$ cat src/inc/sbe_pkg.sv
/*
 * constants and carriers of the bus control block.
 * assumes one bus clock and axi4-lite with 8-bit byte addresses.
 */
package sbe_pkg;

    ////////////////////////////////////////////////////////////////////////////
    // register byte offsets
    localparam logic [7:0] ADDR_CFG = 8'h00, ADDR_CTRL = 8'h04, ADDR_STATUS = 8'h08, ADDR_LIMIT0 = 8'h0c,
        ADDR_LIMIT1 = 8'h10;

    // control register fields
    localparam int CTRL_STALL = 0, CTRL_MONSEL0 = 1, CTRL_MONSEL1 = 2;
    localparam int CTRL_WIDTH = 3;
    localparam logic [2:0] CTRL_RST = 3'h0;

    // status register fields
    localparam int ST_INTERNAL = 0, ST_FAULT = 1, ST_REINIT = 2, ST_STALL = 3, ST_PRIO = 4,
        ST_ROTID = 5, ST_CFGVALID = 7, ST_INFLIGHT = 8, ST_REACHED = 12;

    // counter limits
    localparam int LIMIT_WIDTH = 16;
    localparam logic [15:0] LIMIT_RST = 16'hffff;

    // strobe hold, in clocks
    localparam logic [3:0] FAULT_HOLD_CYC = 4'h3;
    localparam logic [3:0] REINIT_HOLD_CYC = 4'h3;

    // axi responses
    localparam logic [1:0] RESP_OKAY = 2'h0;
    localparam logic [1:0] RESP_SLVERR = 2'h2;

    ////////////////////////////////////////////////////////////////////////////
    // carriers
    typedef struct packed {
        logic awvalid;
        logic [7:0] awaddr;
        logic wvalid;
        logic [31:0] wdata;
        logic [3:0] wstrb;
        logic bready;
        logic arvalid;
        logic [7:0] araddr;
        logic rready;
    } sbe_axi_req_s;

    typedef struct packed {
        logic awready;
        logic wready;
        logic bvalid;
        logic [1:0] bresp;
        logic arready;
        logic rvalid;
        logic [31:0] rdata;
        logic [1:0] rresp;
    } sbe_axi_rsp_s;

    // power-on options
    typedef struct packed {
        logic [1:0] agentId;
        logic reinitObserve;
        logic reinitDrive;
        logic faultAny;
        logic faultInitiator;
        logic faultInternal;
        logic faultEn;
    } sbe_strap_s;

    // open-drain pad: oe high pulls low
    typedef struct packed {
        logic o;
        logic oe;
    } sbe_pad_s;

    typedef struct packed {
        logic [1:0] o;
        logic [1:0] oe;
    } sbe_pad2_s;

endpackage

$ cat src/core/sbe_event_counter.sv
/*
 * saturating event counter with a reached flag.
 * assumes a registered clear pulse.
 */
`timescale 1ns/1ps
module sbe_event_counter (
    // clock and reset
    input wire logic clk,
    input wire logic rst,
    // control
    input wire logic clear,
    input wire logic event_i,
    input wire logic [15:0] limit,
    // result
    output logic reached
);

    typedef struct packed {
        logic [15:0] count;
        logic reached;
    } sbe_cnt_state_s;

    sbe_cnt_state_s s_r;
    sbe_cnt_state_s s_nxt;

    always_comb begin
        s_nxt = s_r;
        if (clear) begin
            s_nxt.count = 16'h0000;
        end else if (event_i && s_r.count != 16'hffff) begin
            s_nxt.count = s_r.count + 16'h0001;
        end
        s_nxt.reached = (s_nxt.count >= limit);
    end

    always_ff @(posedge clk) begin
        if (rst) begin
            s_r <= '0;
        end else begin
            s_r <= s_nxt;
        end
    end

    assign reached = s_r.reached;

endmodule

$ cat src/core/sbe_bus_ctrl.sv
/*
 * fault, reinit, stall and priority pins of one bus agent, with an axi4-lite slave.
 * assumes all pins are synchronous to clk, open-drain pads resolved outside.
 */
// Notes on behaviour
// - any agent may flag an unrecoverable error that broke no protocol
// - the processor ignores the fault line driven by others
// - fault line driving is a configuration choice; disabled means never driven
// - internal errors drive the fault line alongside the internal fault pin
// - a transaction initiator drives the fault line after seeing an error
// - permissive option: any agent seeing a transaction error drives it
// - reinit driver enabled agents assert reinit on unreliable bus conditions
// - observed reinit returns bus state machines to idle, drops data in transit
// - observed reinit restores the rotating id and drops count information
// - reinit leaves cache contents untouched, clears only bus-side state
// - an agent unable to accept transactions asserts block-next-request
// - while a stall is seen, no new transaction starts
// - block-next-request is wired-or, driven and sampled on fixed edges
// - breakpoint status outputs follow the breakpoints
// - monitor outputs follow breakpoints and performance counters
// - priority request seen: stop new requests except locked ones
// - all outputs driven and inputs captured on the rising clock edge
// - power-on options captured from address lines at reset release
`timescale 1ns/1ps
module sbe_bus_ctrl (
    // clock and reset
    input wire logic clk,
    input wire logic rst,
    // register bus
    input wire sbe_pkg::sbe_axi_req_s axiReq,
    output sbe_pkg::sbe_axi_rsp_s axiRsp,
    // bus reset and power-on options
    input wire logic busResetN,
    input wire sbe_pkg::sbe_strap_s addrLines,
    // bus fault line
    input wire logic busFaultNIn,
    output sbe_pkg::sbe_pad_s busFaultNPad,
    // bus reinit line
    input wire logic busReinitNIn,
    output sbe_pkg::sbe_pad_s busReinitNPad,
    // stall line
    input wire logic blockNextRequestNIn,
    output sbe_pkg::sbe_pad_s blockNextRequestNPad,
    // priority request
    input wire logic priorityBusRequestNIn,
    // internal fault and breakpoint pins
    output sbe_pkg::sbe_pad_s internalFaultNPad,
    output sbe_pkg::sbe_pad2_s breakStatusNPad,
    output sbe_pkg::sbe_pad2_s breakMonitorNPad,
    // core events
    input wire logic internalErr,
    input wire logic initiatorErr,
    input wire logic observedErr,
    input wire logic unreliable,
    input wire logic notReady,
    input wire logic [1:0] breakHit,
    input wire logic [1:0] perfEvent,
    // request path
    input wire logic reqPending,
    input wire logic reqLocked,
    input wire logic arbRotate,
    input wire logic txnStart,
    input wire logic txnDone,
    output logic reqGrant,
    output logic busFlush,
    output logic [1:0] rotId
);

    ////////////////////////////////////////////////////////////////////////////
    // state

    typedef struct packed {
        sbe_pkg::sbe_axi_rsp_s axi;
        logic awHeld;
        logic [7:0] awAddr;
        logic wHeld;
        logic [31:0] wData;
        logic [3:0] wStrb;
        logic rstPrev;
        logic cfgValid;
        sbe_pkg::sbe_strap_s strap;
        logic [2:0] ctrl;
        logic [15:0] limit0;
        logic [15:0] limit1;
        logic clr0;
        logic clr1;
        logic internalSeen;
        logic faultSent;
        logic reinitSeen;
        logic phase;
        logic stallSeen;
        logic prioSeen;
        logic [3:0] faultCnt;
        logic [3:0] reinitCnt;
        logic [1:0] rotId;
        logic [3:0] inFlight;
        sbe_pkg::sbe_pad_s faultPad;
        sbe_pkg::sbe_pad_s reinitPad;
        sbe_pkg::sbe_pad_s stallPad;
        sbe_pkg::sbe_pad_s intFaultPad;
        sbe_pkg::sbe_pad2_s breakPad;
        sbe_pkg::sbe_pad2_s monitorPad;
        logic reqGrant;
        logic busFlush;
    } sbe_core_state_s;

    sbe_core_state_s s_r;
    sbe_core_state_s s_nxt;
    logic [1:0] reached;

    ////////////////////////////////////////////////////////////////////////////
    // helpers

    function automatic logic addrOk(input logic [7:0] a);
        addrOk = (a == sbe_pkg::ADDR_CFG) || (a == sbe_pkg::ADDR_CTRL) ||
            (a == sbe_pkg::ADDR_STATUS) || (a == sbe_pkg::ADDR_LIMIT0) ||
            (a == sbe_pkg::ADDR_LIMIT1);
    endfunction

    function automatic logic [31:0] mergeBytes(input logic [31:0] old, input logic [31:0] dat,
        input logic [3:0] strb);
        logic [31:0] m;
        m = old;
        for (int i = 0; i < 4; i++) begin
            if (strb[i]) begin
                m[i*8 +: 8] = dat[i*8 +: 8];
            end
        end
        mergeBytes = m;
    endfunction

    function automatic logic [31:0] statusWord(input sbe_core_state_s st, input logic [1:0] rch);
        logic [31:0] w;
        w = 32'h0000_0000;
        w[sbe_pkg::ST_INTERNAL] = st.internalSeen;
        w[sbe_pkg::ST_FAULT] = st.faultSent;
        w[sbe_pkg::ST_REINIT] = st.reinitSeen;
        w[sbe_pkg::ST_STALL] = st.stallSeen;
        w[sbe_pkg::ST_PRIO] = st.prioSeen;
        w[sbe_pkg::ST_ROTID +: 2] = st.rotId;
        w[sbe_pkg::ST_CFGVALID] = st.cfgValid;
        w[sbe_pkg::ST_INFLIGHT +: 4] = st.inFlight;
        w[sbe_pkg::ST_REACHED +: 2] = rch;
        statusWord = w;
    endfunction

    ////////////////////////////////////////////////////////////////////////////
    // counters for the monitor pins

    sbe_event_counter u_cnt0 (
        .clk(clk),
        .rst(rst),
        .clear(s_r.clr0),
        .event_i(perfEvent[0]),
        .limit(s_r.limit0),
        .reached(reached[0])
    );

    sbe_event_counter u_cnt1 (
        .clk(clk),
        .rst(rst),
        .clear(s_r.clr1),
        .event_i(perfEvent[1]),
        .limit(s_r.limit1),
        .reached(reached[1])
    );

    ////////////////////////////////////////////////////////////////////////////
    // next state

    logic reinitObs;
    logic faultEvent;
    logic wrDo;
    logic [31:0] wrOld;
    logic [31:0] wrNew;

    always_comb begin
        s_nxt = s_r;
        s_nxt.busFlush = 1'b0;
        s_nxt.clr0 = 1'b0;
        s_nxt.clr1 = 1'b0;
        wrDo = 1'b0;
        wrOld = 32'h0000_0000;
        wrNew = 32'h0000_0000;

        // axi write, aw and w in either order
        if (s_r.axi.bvalid && axiReq.bready) begin
            s_nxt.axi.bvalid = 1'b0;
        end
        if (s_r.axi.awready && axiReq.awvalid) begin
            s_nxt.awHeld = 1'b1;
            s_nxt.awAddr = axiReq.awaddr;
        end
        if (s_r.axi.wready && axiReq.wvalid) begin
            s_nxt.wHeld = 1'b1;
            s_nxt.wData = axiReq.wdata;
            s_nxt.wStrb = axiReq.wstrb;
        end
        if (s_r.awHeld && s_r.wHeld && !s_r.axi.bvalid) begin
            wrDo = 1'b1;
            s_nxt.awHeld = 1'b0;
            s_nxt.wHeld = 1'b0;
            s_nxt.axi.bvalid = 1'b1;
            s_nxt.axi.bresp = addrOk(s_r.awAddr) ? sbe_pkg::RESP_OKAY : sbe_pkg::RESP_SLVERR;
        end
        if (wrDo) begin
            case (s_r.awAddr)
                sbe_pkg::ADDR_CTRL: begin
                    wrOld = {29'h0, s_r.ctrl};
                    wrNew = mergeBytes(wrOld, s_r.wData, s_r.wStrb);
                    s_nxt.ctrl = wrNew[2:0];
                end
                sbe_pkg::ADDR_STATUS: begin
                    // write one to clear; a same-cycle set below wins
                    wrNew = mergeBytes(32'h0000_0000, s_r.wData, s_r.wStrb);
                    if (wrNew[sbe_pkg::ST_INTERNAL]) s_nxt.internalSeen = 1'b0;
                    if (wrNew[sbe_pkg::ST_FAULT]) s_nxt.faultSent = 1'b0;
                    if (wrNew[sbe_pkg::ST_REINIT]) s_nxt.reinitSeen = 1'b0;
                end
                sbe_pkg::ADDR_LIMIT0: begin
                    wrOld = {16'h0000, s_r.limit0};
                    wrNew = mergeBytes(wrOld, s_r.wData, s_r.wStrb);
                    s_nxt.limit0 = wrNew[15:0];
                    s_nxt.clr0 = 1'b1;
                end
                sbe_pkg::ADDR_LIMIT1: begin
                    wrOld = {16'h0000, s_r.limit1};
                    wrNew = mergeBytes(wrOld, s_r.wData, s_r.wStrb);
                    s_nxt.limit1 = wrNew[15:0];
                    s_nxt.clr1 = 1'b1;
                end
                default: begin
                    wrNew = 32'h0000_0000;
                end
            endcase
        end
        s_nxt.axi.awready = !s_nxt.awHeld;
        s_nxt.axi.wready = !s_nxt.wHeld;

        // axi read, answer one cycle after ar
        if (s_r.axi.rvalid && axiReq.rready) begin
            s_nxt.axi.rvalid = 1'b0;
        end
        if (s_r.axi.arready && axiReq.arvalid) begin
            s_nxt.axi.rvalid = 1'b1;
            s_nxt.axi.rresp = addrOk(axiReq.araddr) ? sbe_pkg::RESP_OKAY : sbe_pkg::RESP_SLVERR;
            case (axiReq.araddr)
                sbe_pkg::ADDR_CFG: s_nxt.axi.rdata = {24'h000000, s_r.strap};
                sbe_pkg::ADDR_CTRL: s_nxt.axi.rdata = {29'h0, s_r.ctrl};
                sbe_pkg::ADDR_STATUS: s_nxt.axi.rdata = statusWord(s_r, reached);
                sbe_pkg::ADDR_LIMIT0: s_nxt.axi.rdata = {16'h0000, s_r.limit0};
                sbe_pkg::ADDR_LIMIT1: s_nxt.axi.rdata = {16'h0000, s_r.limit1};
                default: s_nxt.axi.rdata = 32'h0000_0000;
            endcase
        end
        s_nxt.axi.arready = !s_nxt.axi.rvalid;

        // power-on options latched at bus reset release
        s_nxt.rstPrev = busResetN;
        if (busResetN && !s_r.rstPrev) begin
            s_nxt.strap = addrLines;
            s_nxt.cfgValid = 1'b1;
            s_nxt.rotId = addrLines.agentId;
        end

        // the incoming fault line is deliberately never read

        // pins sampled each edge, active low
        s_nxt.prioSeen = !priorityBusRequestNIn;
        reinitObs = s_r.cfgValid && s_r.strap.reinitObserve && !busReinitNIn;

        // stall: drive on even edges, sample on odd ones
        s_nxt.phase = !s_r.phase;
        if (!s_r.phase) begin
            s_nxt.stallPad.oe = s_r.cfgValid && (notReady || s_r.ctrl[sbe_pkg::CTRL_STALL]);
        end else begin
            s_nxt.stallSeen = !blockNextRequestNIn;
        end

        // fault: straps pick which errors drive it
        faultEvent = s_r.cfgValid && s_r.strap.faultEn && (
            (internalErr && s_r.strap.faultInternal) ||
            (initiatorErr && (s_r.strap.faultInitiator || s_r.strap.faultAny)) ||
            (observedErr && s_r.strap.faultAny));
        if (s_r.faultCnt != 4'h0) begin
            s_nxt.faultCnt = s_r.faultCnt - 4'h1;
        end
        if (faultEvent) begin
            s_nxt.faultCnt = sbe_pkg::FAULT_HOLD_CYC;
            s_nxt.faultSent = 1'b1;
        end

        // internal fault pin stays asserted until reset
        if (internalErr) begin
            s_nxt.intFaultPad.oe = 1'b1;
            s_nxt.internalSeen = 1'b1;
        end

        // own reinit drive; its counter survives the reinit it causes
        if (s_r.reinitCnt != 4'h0) begin
            s_nxt.reinitCnt = s_r.reinitCnt - 4'h1;
        end
        if (s_r.cfgValid && s_r.strap.reinitDrive && unreliable) begin
            s_nxt.reinitCnt = sbe_pkg::REINIT_HOLD_CYC;
        end
        s_nxt.reinitPad.oe = (s_nxt.reinitCnt != 4'h0);

        // arbitration id and transaction bookkeeping
        if (arbRotate) begin
            s_nxt.rotId = s_r.rotId + 2'h1;
        end
        if (txnStart && !txnDone) begin
            s_nxt.inFlight = s_r.inFlight + 4'h1;
        end else if (txnDone && !txnStart && s_r.inFlight != 4'h0) begin
            s_nxt.inFlight = s_r.inFlight - 4'h1;
        end

        // grant only with no stall or reinit, and no priority unless locked
        s_nxt.reqGrant = s_r.cfgValid && reqPending && !s_r.stallSeen &&
            (!s_r.prioSeen || reqLocked) && !reinitObs;

        // seen reinit: bus side idle, registers kept
        if (reinitObs) begin
            s_nxt.phase = 1'b0;
            s_nxt.stallPad.oe = 1'b0;
            s_nxt.stallSeen = 1'b0;
            s_nxt.faultCnt = 4'h0;
            s_nxt.busFlush = 1'b1;
            s_nxt.rotId = s_r.strap.agentId;
            s_nxt.inFlight = 4'h0;
            s_nxt.reinitSeen = 1'b1;
            s_nxt.reqGrant = 1'b0;
        end

        // bus held in reset: no fault, reinit or stall drive, no grant
        if (!busResetN) begin
            s_nxt.cfgValid = 1'b0;
            s_nxt.stallPad.oe = 1'b0;
            s_nxt.faultCnt = 4'h0;
            s_nxt.reinitCnt = 4'h0;
            s_nxt.reinitPad.oe = 1'b0;
            s_nxt.inFlight = 4'h0;
            s_nxt.reqGrant = 1'b0;
        end
        s_nxt.faultPad.oe = (s_nxt.faultCnt != 4'h0);

        // breakpoint and monitor pins
        s_nxt.breakPad.oe = breakHit;
        s_nxt.monitorPad.oe[0] = s_r.ctrl[sbe_pkg::CTRL_MONSEL0] ? reached[0] : breakHit[0];
        s_nxt.monitorPad.oe[1] = s_r.ctrl[sbe_pkg::CTRL_MONSEL1] ? reached[1] : breakHit[1];

        // open-drain, value always low
        s_nxt.faultPad.o = 1'b0;
        s_nxt.reinitPad.o = 1'b0;
        s_nxt.stallPad.o = 1'b0;
        s_nxt.intFaultPad.o = 1'b0;
        s_nxt.breakPad.o = 2'h0;
        s_nxt.monitorPad.o = 2'h0;
    end

    ////////////////////////////////////////////////////////////////////////////
    // registers

    always_ff @(posedge clk) begin
        if (rst) begin
            s_r <= '0;
            s_r.ctrl <= sbe_pkg::CTRL_RST;
            s_r.limit0 <= sbe_pkg::LIMIT_RST;
            s_r.limit1 <= sbe_pkg::LIMIT_RST;
        end else begin
            s_r <= s_nxt;
        end
    end

    ////////////////////////////////////////////////////////////////////////////
    // outputs straight from flops

    assign axiRsp = s_r.axi;
    assign busFaultNPad = s_r.faultPad;
    assign busReinitNPad = s_r.reinitPad;
    assign blockNextRequestNPad = s_r.stallPad;
    assign internalFaultNPad = s_r.intFaultPad;
    assign breakStatusNPad = s_r.breakPad;
    assign breakMonitorNPad = s_r.monitorPad;
    assign reqGrant = s_r.reqGrant;
    assign busFlush = s_r.busFlush;
    assign rotId = s_r.rotId;

endmodule

$ cat config.mk
export PLATFORM = sky130hd
export DESIGN_NAME = sbe_bus_ctrl
export DESIGN_NICKNAME = d
export VERILOG_FILES = /design/src/inc/sbe_pkg.sv /design/src/core/sbe_event_counter.sv /design/src/core/sbe_bus_ctrl.sv
export SDC_FILE = /design/constraint.sdc
export NUM_CORES = 1
export LEC_CHECK = 0
export ABC_AREA = 1
export CORE_MARGIN = 2
export CORE_UTILIZATION = 69
export DETAILED_ROUTE_END_ITERATION = 10
export DONT_BUFFER_PORTS = 1
export GPL_ROUTABILITY_DRIVEN = 0
export PLACE_DENSITY = 0.85
export SYNTH_ARGS = -nofsm -noshare
export SYNTH_HDL_FRONTEND = slang
export SYNTH_SLANG_ARGS = --single-unit
export TNS_END_PERCENT = 5
$ cat constraint.sdc
create_clock -name clk -period 3.8 [get_ports clk]
set_clock_uncertainty 0.05 [all_clocks]
set_input_delay 0.19 -clock clk [delete_from_list [all_inputs] [get_ports clk]]
set_output_delay 0.19 -clock clk [all_outputs]
set_load 0.005 [all_outputs]
==> summary.md <==
| Metric | Value |
|---|---|
| Critical R2R Launch | u_cnt0.s_r[1]$_SDFF_PP0_ |
| CTS sink cnt | 162 |
| Clk root buf | clkbuf_16 |
| Setup crit end kind | flop |
| Max-cap violations | 0 |
| Vias in the first global route | approximately 7500 |
| All-layer global routing usage | 0.338 |
| Seq. cell area | 0.00324 mm^2 |
| Post-CTS Setup Bufs | 0 |
| Post-route DRC violation count | 0 |
| Most frequent cells in the layout | nand2_1, inv_1, dfxtp_1, nor2_1, nand3_1 |
| Drt first pass iters | 9 |
| Cell Area, Synth | 0.00874 mm^2 |
| Syn avg cell area | 6.92 um^2 |
| R2R setup slack | 850 ps |
| Commonest non-fill, non-tap cell in the layout | nand2_1 |
| Hold Path Depth | 3 |
| Placed cell areas | 0.00845 mm^2 |
| Main synth FF type | dfxtp_1 |
| Chip height | 117 um |
| Fill count | slightly above 900 |
| Final Hold Vio Count | 0 |
| Synth Warn # | 0 |
| Post-Route Utilization | 0.763 |
| Core footprint | ~0.013 mm^2 |
| Flops & latches, synth | ~160 |
| Critical path class | reg -> reg |
| Slew Limit Fails | 0 |
| Nets | approximately 1400 |
| Wirelength per Cell | about 16 um |
| Fin area | 0.00955 mm^2 |
| Synthesis-to-layout area growth | 9.23% |
| Setup TNS | 0 ps |
| P_leak | 4.63 nW |
| Crit path max fanout | 11 |
| Power density cells | 415 mW/mm^2 |
| Post-synth ARST share | 0 |
| Most frequent cell on the critical path | nand2_1 |
| Setup violators final | 0 |
| Slew HR | 0.282 |
| Largest delay share family, worst path | simple AND/OR/NAND/NOR gates |
| FMAX | 339 MHz |
| CTS Buffer Depth | 2 |
| Skew-Pair Late Insertion Delay | 440 ps |
| CTS buffer count | 17 |
| Worst-case reg-to-reg path depth | 18 |
| First-pass GRT wire length | 35600 um |
| Worst Hold Slack | 38.3 ps |
| Die width | about 120 um |
| Req. time, crit path | 4090 ps |
| Worst Hold End | u_cnt1.s_r[9]$_SDFF_PP0_ |
| Critical path, cell by cell | ha_1 -> inv_1 -> nor2_4 -> nand2_2 -> o21ai_2 -> o21ai_1 -> nor2_1 -> ha_1 -> inv_1 -> nor2_1 -> o21bai_1 -> nand2_1 -> nand2_1 -> nand2_1 -> nand2_1 -> nand3_1 -> nand2_1 -> inv_1 |
| Status | completed |
| Vias per cell | around 5.6 |
| CTS tree | built |
| Antenna violations before repair | 1 |
| CP startpoint kind | flop |
| Worst hold path class | in -> reg |
| PortBufs | 0 |
| Yosys cell types | 41 |
| Clock slew at reported path FFs | ~70 ps |
| Multi-input gate area in the final layout | 0.00432 mm^2 |
| Post-synthesis cell count | 1264 |
| Total power draw | 3.96 mW |
| Grt ovf | 0 |
| Post-detail-place hpwl | roughly 15000 um |
| # rows | between 40 and 50 |
| H-Tree Level Count | 4 |
| Number of cells on the critical path | 18 |
| Io pins | 147 |
| Antenna Nets Post-Route | 0 |
| RSZ-0062 raised after global routing | false |
| Share of layout cells above drive strength 1 | 0.0625 |
| Number of synthesized flops with an enable pin | 0 |
| Die ar. | 0.0136 mm^2 |
| Worst path bufs/invs | 3 |
| Slowest Stage Delay on Critical Path | approximately 420 ps |
| Total wire length | about 23000 um |
| Maximum number of pins on one net before global-route repair | between 70 and 80 |
| Crit path DAT | 3240 ps |
| Critical path's slowest cell | o21ai_2 |
| RR Endpoint | u_cnt0.reached$_SDFF_PP0_ |
| Register area share after synthesis | 0.371 |
| Fin crit share | 0.777 |
| Max VDD drop | 0.349 mV |
| DR vias | 8173 |
| Minimum clock period | ~3000 ps |
| Worst-Margin Slew | 1080 ps |
| Min-delay src | perfEvent[1] |
| Initial DRC Count | 693 |
| Starting Density | 0.698 |
-- synth_stat cells (all sizes together), types with 8 or more instances --
| master | n | area (um^2) |
|---|---|---|
| a21oi | 82 | 410 |
| buf | 76 | 554 |
| clkbuf | 19 | 71.3 |
| dfxtp | 162 | 3240 |
| ha | 38 | 475 |
| inv | 170 | 638 |
| nand2 | 291 | 1110 |
| nand3 | 107 | 566 |
| nand4 | 20 | 131 |
| nor2 | 147 | 607 |
| nor3 | 12 | 70.1 |
| o211ai | 21 | 158 |
| o21ai | 80 | 415 |
| xor2 | 8 | 70.1 |
-- cells by family after synthesis --
kind of cell | share of synthesized area
AO/OA/AOI/OAI | 0.127
XOR/XNOR | 0.0110
buffers and inverters | 0.146
other | 0.000429
AND/OR/NAND/NOR | 0.288
adder cells (fa/ha/maj) | 0.0567
flip-flops | 0.371
-- where the power goes --
part	total, mW	switching [mW]	internal (mW)	leakage (nW)
Sequential	1.83	0.0569	1.78	1.32
Clock	1.68	0.746	0.932	0.282
Combinational	0.450	0.286	0.165	3.03
-- state kept, by name (all words and copies together) (netlist names), 2 cells and up --
name              count
breakMonitorNPad      2
breakStatusNPad       2
s_r                  93
u_cnt1.s_r           16
axiRsp               23
u_cnt0.s_r           16
rotId                 2
-- per-layer routing --
metal  vias to the layer above  GRT usage  part of all wire
met2                       368      0.587              0.49
met5                         -          0                 0
met4                         0      0.163             0.043
met3                        81     0.0685             0.063
met1                      3737      0.401              0.40
li1                       3987          -                 -
-- worst min-delay path: cells and delay by family --
kind	cells	cell delay, ps
simple gates	2	170
compound gates	1	130
-- through the flow --
stage | setup slack [ps] | cells
after floorplan | 1450 | 1289
after global placement | 1100 | 1369
after detailed placement | 954 | 1369
after CTS | 850 | 1451
after global routing | 600 | 1453
final | 849 | 1453
-- what timing repair did --
item,CTS,global route
hold endpoints to repair,104,1
resized for setup,0,0
hold buffers,50,1
-- how the worst max path moves through the flow --
stage	startpoint	endpoint	slack, ps
2_1_floorplan	u_cnt0.s_r[1]$_SDFF_PP0_	u_cnt0.reached$_SDFF_PP0_	1450
3_3_place_gp	u_cnt0.s_r[1]$_SDFF_PP0_	u_cnt0.reached$_SDFF_PP0_	1100
3_5_place_dp	u_cnt0.s_r[1]$_SDFF_PP0_	u_cnt0.reached$_SDFF_PP0_	950
4_1_cts	u_cnt0.s_r[1]$_SDFF_PP0_	u_cnt0.reached$_SDFF_PP0_	850
5_1_grt	u_cnt0.s_r[1]$_SDFF_PP0_	u_cnt0.reached$_SDFF_PP0_	600
6_report	u_cnt0.s_r[1]$_SDFF_PP0_	u_cnt0.reached$_SDFF_PP0_	850
-- layout make-up --
class / instances / share of cell area
repair buffers: 54 / 0.0577
well taps: 172 / 0.0225
clock buffers: 19 / 0.0464
clock inverters: 13 / 0.0134
diodes: 1 / 0.000262
inverters: 173 / 0.0680
flip-flops and latches: 162 / 0.340
multi-input cells: 859 / 0.452
No activity file was read; power rests on OpenSTA's default activity.
